==> config.mk <==
export PLATFORM = sky130hd
export DESIGN_NAME = adcsc_top
export DESIGN_NICKNAME = d
export VERILOG_FILES = /design/src/hdl/adcsc_pkg.sv /design/src/hdl/adcsc_top.sv
export SDC_FILE = /design/constraint.sdc
export NUM_CORES = 1
export LEC_CHECK = 0
export CAP_MARGIN = 10
export CORE_ASPECT_RATIO = 0.9
export CORE_MARGIN = 2
export CORE_UTILIZATION = 40
export DETAILED_ROUTE_END_ITERATION = 10
export DONT_BUFFER_PORTS = 1
export GPL_TIMING_DRIVEN = 0
export SLEW_MARGIN = 40
export SYNTH_ARGS = -nofsm -noshare
export SYNTH_HDL_FRONTEND = slang
export SYNTH_SLANG_ARGS = --single-unit
==> constraint.sdc <==
create_clock -name clock -period 3.3 [get_ports clock]
set_input_delay 0.33 -clock clock [delete_from_list [all_inputs] [get_ports clock]]
set_output_delay 0.33 -clock clock [all_outputs]
set_load 0.05 [all_outputs]
==> src/hdl/adcsc_pkg.sv <==
/*
 * Package for the converter sequence control block: register byte addresses, field positions,
 * write-lock masks, reset values, the controller state encoding and the state record.
 * Assumes a 16-bit register port with byte addresses and a single 20 MHz system clock.
 */
package adcsc_pkg;

    // Byte addresses of the registers on the plain register port.
    localparam logic [15:0] ADCSC_ADDR_CONTROL_PRIMARY = 16'h01A0;
    localparam logic [15:0] ADCSC_ADDR_CONTROL_SECONDARY = 16'h01A2;
    localparam logic [15:0] ADCSC_ADDR_RESULT_BASE = 16'h0140;
    localparam logic [15:0] ADCSC_ADDR_RESULT_LAST = 16'h015E;
    localparam logic [15:0] ADCSC_ADDR_SLOT_CONTROL_BASE = 16'h0080;
    localparam logic [15:0] ADCSC_ADDR_SLOT_CONTROL_LAST = 16'h008F;

    // Field positions in the primary control register.
    localparam int ADCSC_P_SHT_UPPER_LSB = 12;
    localparam int ADCSC_P_SHT_LOWER_LSB = 8;
    localparam int ADCSC_P_MULTI_SAMPLE = 7;
    localparam int ADCSC_P_REF_LEVEL = 6;
    localparam int ADCSC_P_REF_ON = 5;
    localparam int ADCSC_P_POWER_ON = 4;
    localparam int ADCSC_P_OVERWRITE_IE = 3;
    localparam int ADCSC_P_TIME_OVF_IE = 2;
    localparam int ADCSC_P_ENABLE = 1;
    localparam int ADCSC_P_SW_START = 0;

    // Field positions in the secondary control register.
    localparam int ADCSC_S_FIRST_SLOT_LSB = 12;
    localparam int ADCSC_S_TRIG_SRC_LSB = 10;
    localparam int ADCSC_S_PULSE_MODE = 9;
    localparam int ADCSC_S_TRIG_INVERT = 8;
    localparam int ADCSC_S_DIVIDE_LSB = 5;
    localparam int ADCSC_S_CLK_SRC_LSB = 3;
    localparam int ADCSC_S_SEQ_MODE_LSB = 1;
    localparam int ADCSC_S_ACTIVE = 0;

    // Field positions in a slot control byte.
    localparam int ADCSC_M_LAST_IN_SEQ = 7;
    localparam int ADCSC_M_REF_SEL_LSB = 4;

    // Bits that hold their value while conversion is enabled.
    localparam logic [15:0] ADCSC_PRIMARY_LOCK_MASK = 16'hFFE0;
    localparam logic [15:0] ADCSC_SECONDARY_LOCK_MASK = 16'hFFFE;

    // Values after reset.
    localparam logic [15:0] ADCSC_PRIMARY_RESET = 16'h0000;
    localparam logic [15:0] ADCSC_SECONDARY_RESET = 16'h0000;
    localparam logic [7:0] ADCSC_SLOT_CONTROL_RESET = 8'h00;

    // Sequence mode codes.
    localparam logic [1:0] ADCSC_MODE_SINGLE = 2'h0;
    localparam logic [1:0] ADCSC_MODE_SEQUENCE = 2'h1;
    localparam logic [1:0] ADCSC_MODE_REPEAT_SINGLE = 2'h2;
    localparam logic [1:0] ADCSC_MODE_REPEAT_SEQUENCE = 2'h3;

    // Controller states, one-hot.
    typedef enum logic [3:0] {
        ADCSC_IDLE = 4'h1,
        ADCSC_WAIT = 4'h2,
        ADCSC_SAMPLE = 4'h4,
        ADCSC_CONVERT = 4'h8
    } adcsc_fsm_type;

    // Register port request.
    typedef struct packed {
        logic [15:0] addr;
        logic [15:0] wdata;
        logic write;
        logic read;
    } adcsc_bus_type;

    // Timer trigger outputs; the converter clock source ticks come in on their own port.
    typedef struct packed {
        logic timer_a_out1;
        logic timer_b_out0;
        logic timer_b_out1;
    } adcsc_trig_type;

    // Whole state of the block.
    typedef struct packed {
        adcsc_fsm_type fsm;
        logic [15:0] control_primary;
        logic [15:1] control_secondary;
        logic [15:0][7:0] slot_control;
        logic [15:0][11:0] result;
        logic [15:0] unread;
        logic [3:0] slot;
        logic [10:0] timer;
        logic [2:0] div_count;
        logic conv_tick;
        logic prev_input;
        logic auto_start;
        logic in_sequence;
        logic active;
        logic sampling;
        logic conv_request;
        logic [3:0] channel;
        logic [2:0] reference;
        logic overwrite_irq;
        logic time_overflow_irq;
        logic [15:0] rdata;
    } adcsc_state_type;

endpackage

==> src/hdl/adcsc_top.sv <==
/*
 * Sequence control and result storage of a 12-bit successive-approximation converter.
 * Assumes the analog core takes a one-cycle conversion request and answers with a one-cycle
 * done pulse and the result, and that clock source ticks and timer outputs are synchronous.
 */
// Functional notes
// - Upper sample time serves slots eight to fifteen.
// - Lower sample time serves slots zero to seven.
// - Sample time code maps to converter clock counts.
// - Locked fields and slot controls change only disabled.
// - Multi sample: only first trigger edge needed.
// - Reference level valid only with generator on.
// - Overwrite request needs its enable and global enable.
// - Time overflow request needs enable and global.
// - Software start self clears, settable with enable.
// - First slot field picks starting result slot.
// - Trigger source field selects the sample input.
// - Pulse mode selects sampling timer over input.
// - Trigger invert bit inverts the sample input.
// - Converter clock divided by field plus one.
// - Clock source field picks one of four.
// - Four sequence modes in code order.
// - Active bit high while any operation runs.
// - Results right justified, top four bits zero.
// - Last in sequence bit ends a sequence.
// - Slot channel field routes the analog input.
`timescale 1ns/100ps
module adcsc_top (
    // System clock and reset.
    input wire logic clock,
    input wire logic resetn,
    // Register port.
    input wire adcsc_pkg::adcsc_bus_type bus,
    output logic [15:0] rdata,
    // Trigger sources, clock source ticks and the processor global interrupt enable.
    input wire adcsc_pkg::adcsc_trig_type trig,
    input wire logic [3:0] clock_source_tick,
    input wire logic global_irq_enable,
    // Analog core.
    input wire logic conversion_done,
    input wire logic [11:0] conversion_result,
    output logic sampling_control,
    output logic conversion_request,
    output logic converter_clock_tick,
    output logic [3:0] input_channel_select,
    output logic [2:0] reference_select,
    output logic reference_generator_on,
    output logic reference_level_select,
    output logic converter_power_on,
    // Interrupt requests towards the vector logic.
    output logic overwrite_irq_request,
    output logic time_overflow_irq_request
);
    import adcsc_pkg::*;

    // Current and next state record.
    adcsc_state_type st;
    adcsc_state_type next_st;

    // Decoded helpers derived from the current state.
    logic enabled;
    logic sample_input;
    logic rising;
    logic [10:0] limit;
    logic [1:0] mode;
    logic [3:0] first_slot;
    logic [7:0] cur_ctl;

    // Maps a sample-time code onto converter clock counts; codes above eleven saturate.
    function automatic logic [10:0] sample_cycles(input logic [3:0] code);
        logic [10:0] n;
        n = 11'h400;
        case (code)
            4'h0: n = 11'h004;
            4'h1: n = 11'h008;
            4'h2: n = 11'h010;
            4'h3: n = 11'h020;
            4'h4: n = 11'h040;
            4'h5: n = 11'h060;
            4'h6: n = 11'h080;
            4'h7: n = 11'h0C0;
            4'h8: n = 11'h100;
            4'h9: n = 11'h180;
            4'hA: n = 11'h200;
            4'hB: n = 11'h300;
            default: n = 11'h400;
        endcase
        return n;
    endfunction

    // Trigger selection, polarity and edge detection are pure decode of the timer inputs and the stored state.
    always_comb begin
        enabled = st.control_primary[ADCSC_P_ENABLE];
        mode = st.control_secondary[ADCSC_S_SEQ_MODE_LSB +: 2];
        first_slot = st.control_secondary[ADCSC_S_FIRST_SLOT_LSB +: 4];
        cur_ctl = st.slot_control[st.slot];
        // The software start bit is itself a one-cycle level, so it yields exactly one edge.
        case (st.control_secondary[ADCSC_S_TRIG_SRC_LSB +: 2])
            2'h0: sample_input = st.control_primary[ADCSC_P_SW_START];
            2'h1: sample_input = trig.timer_a_out1;
            2'h2: sample_input = trig.timer_b_out0;
            default: sample_input = trig.timer_b_out1;
        endcase
        sample_input = sample_input ^ st.control_secondary[ADCSC_S_TRIG_INVERT];
        rising = sample_input && !st.prev_input;
        // Slots eight and up use the upper field, the rest the lower one.
        if (st.slot[3]) begin
            limit = sample_cycles(st.control_primary[ADCSC_P_SHT_UPPER_LSB +: 4]);
        end else begin
            limit = sample_cycles(st.control_primary[ADCSC_P_SHT_LOWER_LSB +: 4]);
        end
    end

    // Next-state logic: register port, clock divider, sequencer and event requests.
    always_comb begin
        logic [3:0] idx;
        logic [15:0] wval;
        logic last;
        logic goes_on;
        idx = 4'h0;
        wval = 16'h0000;
        last = 1'b0;
        goes_on = 1'b0;
        next_st = st;
        next_st.prev_input = sample_input;
        next_st.conv_request = 1'b0;
        next_st.overwrite_irq = 1'b0;
        next_st.time_overflow_irq = 1'b0;
        next_st.conv_tick = 1'b0;
        next_st.rdata = 16'h0000;
        // The start bit lives for one cycle only.
        next_st.control_primary[ADCSC_P_SW_START] = 1'b0;

        // Divider counts ticks of the selected source and emits one tick per wrap.
        if (clock_source_tick[st.control_secondary[ADCSC_S_CLK_SRC_LSB +: 2]]) begin
            if (st.div_count == st.control_secondary[ADCSC_S_DIVIDE_LSB +: 3]) begin
                next_st.div_count = 3'h0;
                next_st.conv_tick = 1'b1;
            end else begin
                next_st.div_count = st.div_count + 3'h1;
            end
        end

        // Sequencer.
        case (st.fsm)
            ADCSC_IDLE: begin
                next_st.sampling = 1'b0;
                if (enabled) begin
                    next_st.fsm = ADCSC_WAIT;
                    next_st.slot = first_slot;
                    // Enable and start may come in one write, so the edge that they make is taken here too.
                    if (rising) begin
                        next_st.fsm = ADCSC_SAMPLE;
                        next_st.sampling = 1'b1;
                        next_st.timer = 11'h000;
                        next_st.auto_start = 1'b0;
                        next_st.channel = st.slot_control[first_slot][3:0];
                        next_st.reference = st.slot_control[first_slot][ADCSC_M_REF_SEL_LSB +: 3];
                    end
                end
            end
            ADCSC_WAIT: begin
                if (!enabled) begin
                    // Disabling between conversions abandons the rest of a sequence.
                    next_st.fsm = ADCSC_IDLE;
                    next_st.in_sequence = 1'b0;
                end else if (rising) begin
                    next_st.fsm = ADCSC_SAMPLE;
                    next_st.sampling = 1'b1;
                    next_st.timer = 11'h000;
                    next_st.auto_start = 1'b0;
                    next_st.channel = cur_ctl[3:0];
                    next_st.reference = cur_ctl[ADCSC_M_REF_SEL_LSB +: 3];
                end
            end
            ADCSC_SAMPLE: begin
                // Timed sampling in pulse mode or after an automatic start, else follow the input.
                if (st.control_secondary[ADCSC_S_PULSE_MODE] || st.auto_start) begin
                    if (st.conv_tick) begin
                        if (st.timer + 11'h001 >= limit) begin
                            next_st.fsm = ADCSC_CONVERT;
                            next_st.sampling = 1'b0;
                            next_st.conv_request = 1'b1;
                        end else begin
                            next_st.timer = st.timer + 11'h001;
                        end
                    end
                end else if (!sample_input) begin
                    next_st.fsm = ADCSC_CONVERT;
                    next_st.sampling = 1'b0;
                    next_st.conv_request = 1'b1;
                end
            end
            ADCSC_CONVERT: begin
                if (conversion_done) begin
                    last = cur_ctl[ADCSC_M_LAST_IN_SEQ];
                    // Modes: single once, sequence once, repeat single, repeat sequence.
                    case (mode)
                        ADCSC_MODE_SEQUENCE: begin
                            next_st.slot = last ? first_slot : st.slot + 4'h1;
                            goes_on = !last;
                        end
                        ADCSC_MODE_REPEAT_SINGLE: begin
                            goes_on = 1'b1;
                        end
                        ADCSC_MODE_REPEAT_SEQUENCE: begin
                            next_st.slot = last ? first_slot : st.slot + 4'h1;
                            goes_on = 1'b1;
                        end
                        default: begin
                            goes_on = 1'b0;
                        end
                    endcase
                    next_st.in_sequence = (mode == ADCSC_MODE_SEQUENCE || mode == ADCSC_MODE_REPEAT_SEQUENCE) && !last;
                    if (goes_on && enabled && st.control_primary[ADCSC_P_MULTI_SAMPLE]) begin
                        // Multi-sample: next sample starts without a new trigger edge.
                        next_st.fsm = ADCSC_SAMPLE;
                        next_st.sampling = 1'b1;
                        next_st.timer = 11'h000;
                        next_st.auto_start = 1'b1;
                        next_st.channel = st.slot_control[next_st.slot][3:0];
                        next_st.reference = st.slot_control[next_st.slot][ADCSC_M_REF_SEL_LSB +: 3];
                    end else begin
                        next_st.fsm = ADCSC_WAIT;
                    end
                end
            end
            default: begin
                next_st.fsm = ADCSC_IDLE;
            end
        endcase

        // A trigger edge during an ongoing sample or conversion is a timing overflow.
        if (rising && (st.fsm == ADCSC_SAMPLE || st.fsm == ADCSC_CONVERT)) begin
            next_st.time_overflow_irq = st.control_primary[ADCSC_P_TIME_OVF_IE] && global_irq_enable;
        end

        // Register port; an unmapped read returns zero.
        if (bus.write || bus.read) begin
            if (bus.addr == ADCSC_ADDR_CONTROL_PRIMARY) begin
                next_st.rdata = st.control_primary;
                if (bus.write) begin
                    wval = bus.wdata;
                    if (enabled) begin
                        // Locked bits keep their value, no error is raised.
                        wval = (st.control_primary & ADCSC_PRIMARY_LOCK_MASK)
                            | (bus.wdata & ~ADCSC_PRIMARY_LOCK_MASK);
                    end
                    next_st.control_primary = wval;
                end
            end else if (bus.addr == ADCSC_ADDR_CONTROL_SECONDARY) begin
                next_st.rdata = {st.control_secondary, st.active};
                if (bus.write && !enabled) begin
                    next_st.control_secondary = bus.wdata[15:1];
                end
            end else if (bus.addr >= ADCSC_ADDR_RESULT_BASE && bus.addr <= ADCSC_ADDR_RESULT_LAST
                && !bus.addr[0]) begin
                idx = bus.addr[4:1];
                next_st.rdata = {4'h0, st.result[idx]};
                next_st.unread[idx] = 1'b0;
                if (bus.write) begin
                    // Software writing here overwrites a stored result.
                    next_st.result[idx] = bus.wdata[11:0];
                end
            end else if (bus.addr >= ADCSC_ADDR_SLOT_CONTROL_BASE && bus.addr <= ADCSC_ADDR_SLOT_CONTROL_LAST) begin
                idx = bus.addr[3:0];
                next_st.rdata = {8'h00, st.slot_control[idx]};
                if (bus.write && !enabled) begin
                    next_st.slot_control[idx] = bus.wdata[7:0];
                end
            end
        end

        // Result store comes last so a new result wins over a same-cycle read or write.
        if (st.fsm == ADCSC_CONVERT && conversion_done) begin
            next_st.result[st.slot] = conversion_result;
            next_st.unread[st.slot] = 1'b1;
            if (st.unread[st.slot]) begin
                next_st.overwrite_irq = st.control_primary[ADCSC_P_OVERWRITE_IE] && global_irq_enable;
            end
        end

        next_st.active = (next_st.fsm == ADCSC_SAMPLE) || (next_st.fsm == ADCSC_CONVERT)
            || next_st.in_sequence;
    end

    // State register; asynchronous reset loads constants only.
    always_ff @(posedge clock or negedge resetn) begin
        if (!resetn) begin
            st <= '0;
            st.fsm <= ADCSC_IDLE;
            st.control_primary <= ADCSC_PRIMARY_RESET;
            st.control_secondary <= ADCSC_SECONDARY_RESET[15:1];
            st.slot_control <= {16{ADCSC_SLOT_CONTROL_RESET}};
        end else begin
            st <= next_st;
        end
    end

    // Outputs are flip-flop fields of the state record, except the level select, which is gated below.
    assign rdata = st.rdata;
    assign sampling_control = st.sampling;
    assign conversion_request = st.conv_request;
    assign converter_clock_tick = st.conv_tick;
    assign input_channel_select = st.channel;
    assign reference_select = st.reference;
    assign reference_generator_on = st.control_primary[ADCSC_P_REF_ON];
    // Level select is masked here; with the generator off the choice would be meaningless.
    assign reference_level_select = st.control_primary[ADCSC_P_REF_LEVEL]
        && st.control_primary[ADCSC_P_REF_ON];
    assign converter_power_on = st.control_primary[ADCSC_P_POWER_ON];
    assign overwrite_irq_request = st.overwrite_irq;
    assign time_overflow_irq_request = st.time_overflow_irq;

    // Checks on the behaviour above.
    property p_start_clears;
        @(posedge clock) disable iff (!resetn)
        st.control_primary[ADCSC_P_SW_START] && !(bus.write && bus.addr == ADCSC_ADDR_CONTROL_PRIMARY)
        |=> !st.control_primary[ADCSC_P_SW_START];
    endproperty
    a_start_clears: assert property (p_start_clears) else $error("start bit did not clear");

    property p_secondary_locked;
        @(posedge clock) disable iff (!resetn)
        bus.write && bus.addr == ADCSC_ADDR_CONTROL_SECONDARY && enabled |=> $stable(st.control_secondary);
    endproperty
    a_secondary_locked: assert property (p_secondary_locked) else $error("locked field changed");

    property p_primary_locked;
        @(posedge clock) disable iff (!resetn)
        bus.write && bus.addr == ADCSC_ADDR_CONTROL_PRIMARY && enabled
        |=> (st.control_primary & ADCSC_PRIMARY_LOCK_MASK) == $past(st.control_primary & ADCSC_PRIMARY_LOCK_MASK);
    endproperty
    a_primary_locked: assert property (p_primary_locked) else $error("locked field changed");

    property p_result_justified;
        @(posedge clock) disable iff (!resetn)
        bus.read && bus.addr >= ADCSC_ADDR_RESULT_BASE && bus.addr <= ADCSC_ADDR_RESULT_LAST |=> rdata[15:12] == 4'h0;
    endproperty
    a_result_justified: assert property (p_result_justified) else $error("result upper bits not zero");

    property p_overwrite_gated;
        @(posedge clock) disable iff (!resetn)
        overwrite_irq_request |-> $past(st.control_primary[ADCSC_P_OVERWRITE_IE] && global_irq_enable);
    endproperty
    a_overwrite_gated: assert property (p_overwrite_gated) else $error("overwrite request not enabled");

    property p_timeovf_gated;
        @(posedge clock) disable iff (!resetn)
        time_overflow_irq_request |-> $past(st.control_primary[ADCSC_P_TIME_OVF_IE] && global_irq_enable);
    endproperty
    a_timeovf_gated: assert property (p_timeovf_gated) else $error("time overflow request not enabled");

    property p_pulse_min_sample;
        @(posedge clock) disable iff (!resetn)
        $rose(sampling_control) && st.control_secondary[ADCSC_S_PULSE_MODE] |-> sampling_control [*4];
    endproperty
    a_pulse_min_sample: assert property (p_pulse_min_sample) else $error("sample shorter than four");

    property p_active_during_sample;
        @(posedge clock) disable iff (!resetn)
        st.fsm == ADCSC_SAMPLE || st.fsm == ADCSC_CONVERT |-> st.active;
    endproperty
    a_active_during_sample: assert property (p_active_during_sample) else $error("busy flag low");

    property p_sequence_ends;
        @(posedge clock) disable iff (!resetn)
        st.fsm == ADCSC_CONVERT && conversion_done && cur_ctl[ADCSC_M_LAST_IN_SEQ] && mode == ADCSC_MODE_SEQUENCE
        |=> st.fsm == ADCSC_WAIT && st.slot == first_slot && !st.active;
    endproperty
    a_sequence_ends: assert property (p_sequence_ends) else $error("sequence did not end");

endmodule
==> impl_metrics.env <==
export IMPL_setup_ws_ps=-4.73
export IMPL_seq_power_share_pct=44.5
export IMPL_fin_area_um2=29400
export IMPL_dp_hpwl_mm=68.8
export IMPL_synthCells=2326
export IMPL_grt_max_degree=422
export IMPL_detail_route_vias_per_cell=6.24
export IMPL_layout_common_cells="dfrtp_1 (419), nor2_1 (276), mux2i_1 (245)"
export IMPL_cp_end_kind="register"
export IMPL_critPathKind="register to register"
export IMPL_slowest_stage="mux4_2"
export IMPL_r2r_slack_ps=-5
export IMPL_p_comb_share_pct=5.5
export IMPL_whs_path_depth=2
export IMPL_io_buffers=0
export IMPL_antenna_left=0
export IMPL_row_count=87
export IMPL_synth_compound_area_share_pct=11.4
export IMPL_drtPass1Iterations=6
export IMPL_drive_gt1_share_pct=25.2
export IMPL_muxShareOfSynthArea_pct=31.9
export IMPL_die_w_um=270
export IMPL_yosys_warnings=0
export IMPL_max_slew_margin_rel_pct=38.7
export IMPL_cts_root_buf="clkbuf_16"
export IMPL_min_to="st[420]"
export IMPL_via_count=20600
export IMPL_core_region_area_um2=62800
export IMPL_cts_buffers=48
export IMPL_r2r_end="input_channel_select[1]"
export IMPL_overflow=0
export IMPL_critPathLaunch="st[49]"
export IMPL_hold_path_class="primary input to register"
export IMPL_worstRegToRegCells=12
export IMPL_cp_depth=12
export IMPL_finalCritPeriodShare_pct=100
export IMPL_ir_worst_vdd_mv=0.320
export IMPL_num_nets_final=2502
export IMPL_clock_sinks=421
export IMPL_cts_tree="done"
export IMPL_synth_fa_ha_area_share_pct=0.737
export IMPL_yosys_area_share_simple_pct=9.14
export IMPL_syn_to_final_growth_pct=15.3
export IMPL_cap_violations=0
export IMPL_p_sw_mw=2.83
export IMPL_synth_edf_count=0
export IMPL_placed_area_um2=26600
export IMPL_arrival_ps=3800
export IMPL_io_pin_count=88
export IMPL_path_clk_slew_ps=60
export IMPL_required_ps=3800
export IMPL_ys_flop_type="dfrtp_1"
export IMPL_seq_area_frac_synth_pct=41.4
export IMPL_gp_congestion=1.01
export IMPL_min_delay_start="conversion_done"
export IMPL_synth_top_family_by_area="multiplexers"
export IMPL_cp_max_fo=7
export IMPL_drc=0
export IMPL_cpMostUsedCell="buf_4"
export IMPL_grt_pass1_vias=20100
export IMPL_die_h_um=243
export IMPL_worstMarginPinSlew_ps=918
export IMPL_min_period_ps=3300
export IMPL_swShare_pct=24.1
export IMPL_p_leak_nw=13.1
export IMPL_skew_ps=24.3
export IMPL_synth_avg_cell_area_um2=11.0
export IMPL_power_frac_clock_pct=50.0
export IMPL_yosysUniqueCellTypes=81
export IMPL_r2r_start="st[49]"
export IMPL_setup_tns_ps=-4.73
export IMPL_fillers=5861
export IMPL_rsz0062_at_grt="true"
export IMPL_whs_ps=26.9
export IMPL_dieArea_um2=65700
export IMPL_cpPeakStageDelay_ps=590
export IMPL_hold_viol_final=0
export IMPL_wire_per_inst_um=28.4
export IMPL_failed_checks="negative setup slack"
export IMPL_drt_iter0_drc=2395
export IMPL_outcome="complete, but fails checks"
export IMPL_fin_util_pct=46.8
export IMPL_grtUsageTotal_pct=28.1
export IMPL_netlist_area_um2=25500
export IMPL_htree_levels=2
export IMPL_cp_cell_sequence="buf_6 > mux2_4 > mux4_2 > buf_4 > buf_4 > o21ai_1 > a211oi_4 > buf_4 > nand2_4 > o21ai_0 > or3_1 > a31o_1"
export IMPL_slew_violations=0
export IMPL_synth_seq_cells=421
export IMPL_synthesis_nets=2398
export IMPL_antenna_found_initial=4
export IMPL_clockBufferDepth=3
export IMPL_grt_pass1_wl_mm=138
export IMPL_power_per_cell_area_nw_per_um2=400
export IMPL_crit_path_start_kind="register"
export IMPL_crit_family="multiplexers"
export IMPL_power_total_mw=11.7
export IMPL_fmax_mhz=303
export IMPL_crit_buf_inv=4
export IMPL_async_reset_ff_share_pct=100
export IMPL_routed_wirelength_mm=94.2
export IMPL_yosys_area_share_xor_xnor_pct=0.550
export IMPL_power_internal_mw=8.91
export IMPL_initial_core_util_pct=40.6
export IMPL_layout_commonest_cell="dfrtp_1"
export IMPL_insertion_delay_ps=610
export IMPL_setup_viol=1
==> metal layers <==
layer  global-route usage (%)  vias up  wire (um)
met5                        0        -         22
met1                     39.7    10600      39100
met3                     6.32      187       9730
li1                         -     8772          -
met2                     43.2     1120      42200
met4                     8.89        4       3120
==> state kept, by name, indices dropped and copies added (netlist names) <==
name / cells
overwrite_irq_request: 1
st: 384
enabled: 1
time_overflow_irq_request: 1
converter_clock_tick: 1
sampling_control: 1
reference_select: 3
mode: 2
conversion_request: 1
rdata: 16
first_slot: 4
input_channel_select: 4
converter_power_on: 1
reference_generator_on: 1
==> logic make-up (layout without fill, tap and decap cells) <==
family	Yosys count	in the layout
flops	421	421
xor+xnor	16	16
buf+inv	280	419
compound gates	473	473
mux	584	584
other cells	0	1
fa+ha+maj	15	15
simple gates	537	537
==> worst register-to-register path, cell delays in order (launching register included) <==
cell and delay [ps]:
dfrtp_1 420, buf_6 160, mux2_4 310, mux4_2 590, buf_4 180, buf_4 140, o21ai_1 240, a211oi_4 150
buf_4 170, nand2_4 150, o21ai_0 140, or3_1 380, a31o_1 190
==> power groups by stage <==
| stage | Sequential [mW] | Combinational, mW | Clock (mW) |
|---|---|---|---|
| 3_5_place_dp | 5.32 | 0.483 | 0 |
| 3_3_place_gp | 5.32 | 0.476 | 0 |
| 2_1_floorplan | 5.31 | 0.304 | 0 |
| 4_1_cts | 5.23 | 0.510 | 5.94 |
| 6_report | 5.22 | 0.643 | 5.87 |
| 5_1_grt | 5.23 | 0.691 | 6.14 |
==> cells in the mapped netlist (all sizes together) (8+ instances only) <==
library cell | number | area (um^2)
a22oi | 10 | 75.1
nand2 | 119 | 449
inv | 46 | 173
dfrtp | 420 | 10500
a21oi | 234 | 1170
mux2i | 250 | 2540
or3 | 8 | 50.1
o32ai | 9 | 78.8
buf | 99 | 566
ha | 15 | 188
nand2b | 17 | 106
xnor2 | 12 | 105
nor2 | 286 | 1080
nor3 | 22 | 125
clkbuf | 135 | 508
o21ai | 78 | 390
nand3 | 31 | 160
a211oi | 17 | 140
o211ai | 10 | 75.1
a31oi | 14 | 87.6
nor2b | 20 | 125
mux4 | 162 | 3650
o22ai | 20 | 125
a221o | 11 | 110
mux2 | 172 | 1950
==> what timing repair did <==
item                                    CTS  global route
hold endpoints to repair                456           308
cloned                                    0             2
endpoints found under the setup margin  224           168
pin swaps                                 8            24
hold buffers                             13             2
setup buffers                            17            18
gates resized for setup                  46            83
==> worst max-delay path by stage <==
stage               slack, ps                       to
floorplan                  20                   st[37]
global placement        -1440                  st[111]
detailed placement       -990                  st[108]
CTS                      -120  input_channel_select[0]
global route             -100  input_channel_select[1]
finish                     -5  input_channel_select[1]
==> through the flow <==
| step | instances | worst slack [ps] |
|---|---|---|
| 6_report | 3311 | -4.73 |
| 5_1_grt | 3310 | -103 |
| 4_1_cts | 3288 | -123 |
| 3_5_place_dp | 3173 | -990 |
| 3_3_place_gp | 3171 | -1440 |
| 2_1_floorplan | 2326 | 21.8 |
==> layout make-up <==
class                      count  area, um^2  share of cell area (%)
antenna                        1        2.50                 0.00852
buffer                       231        1190                    4.05
clock buffer                  67        1390                    4.72
clock inverter                18         314                    1.07
inverter                      46         173                   0.588
multi-input combinational   1625       14100                    48.1
sequential                   421       10500                    35.9
tap                          845        1060                    3.60
timing repair buffer          57         596                    2.03
Note: power is estimated with default switching activity, not from simulation.
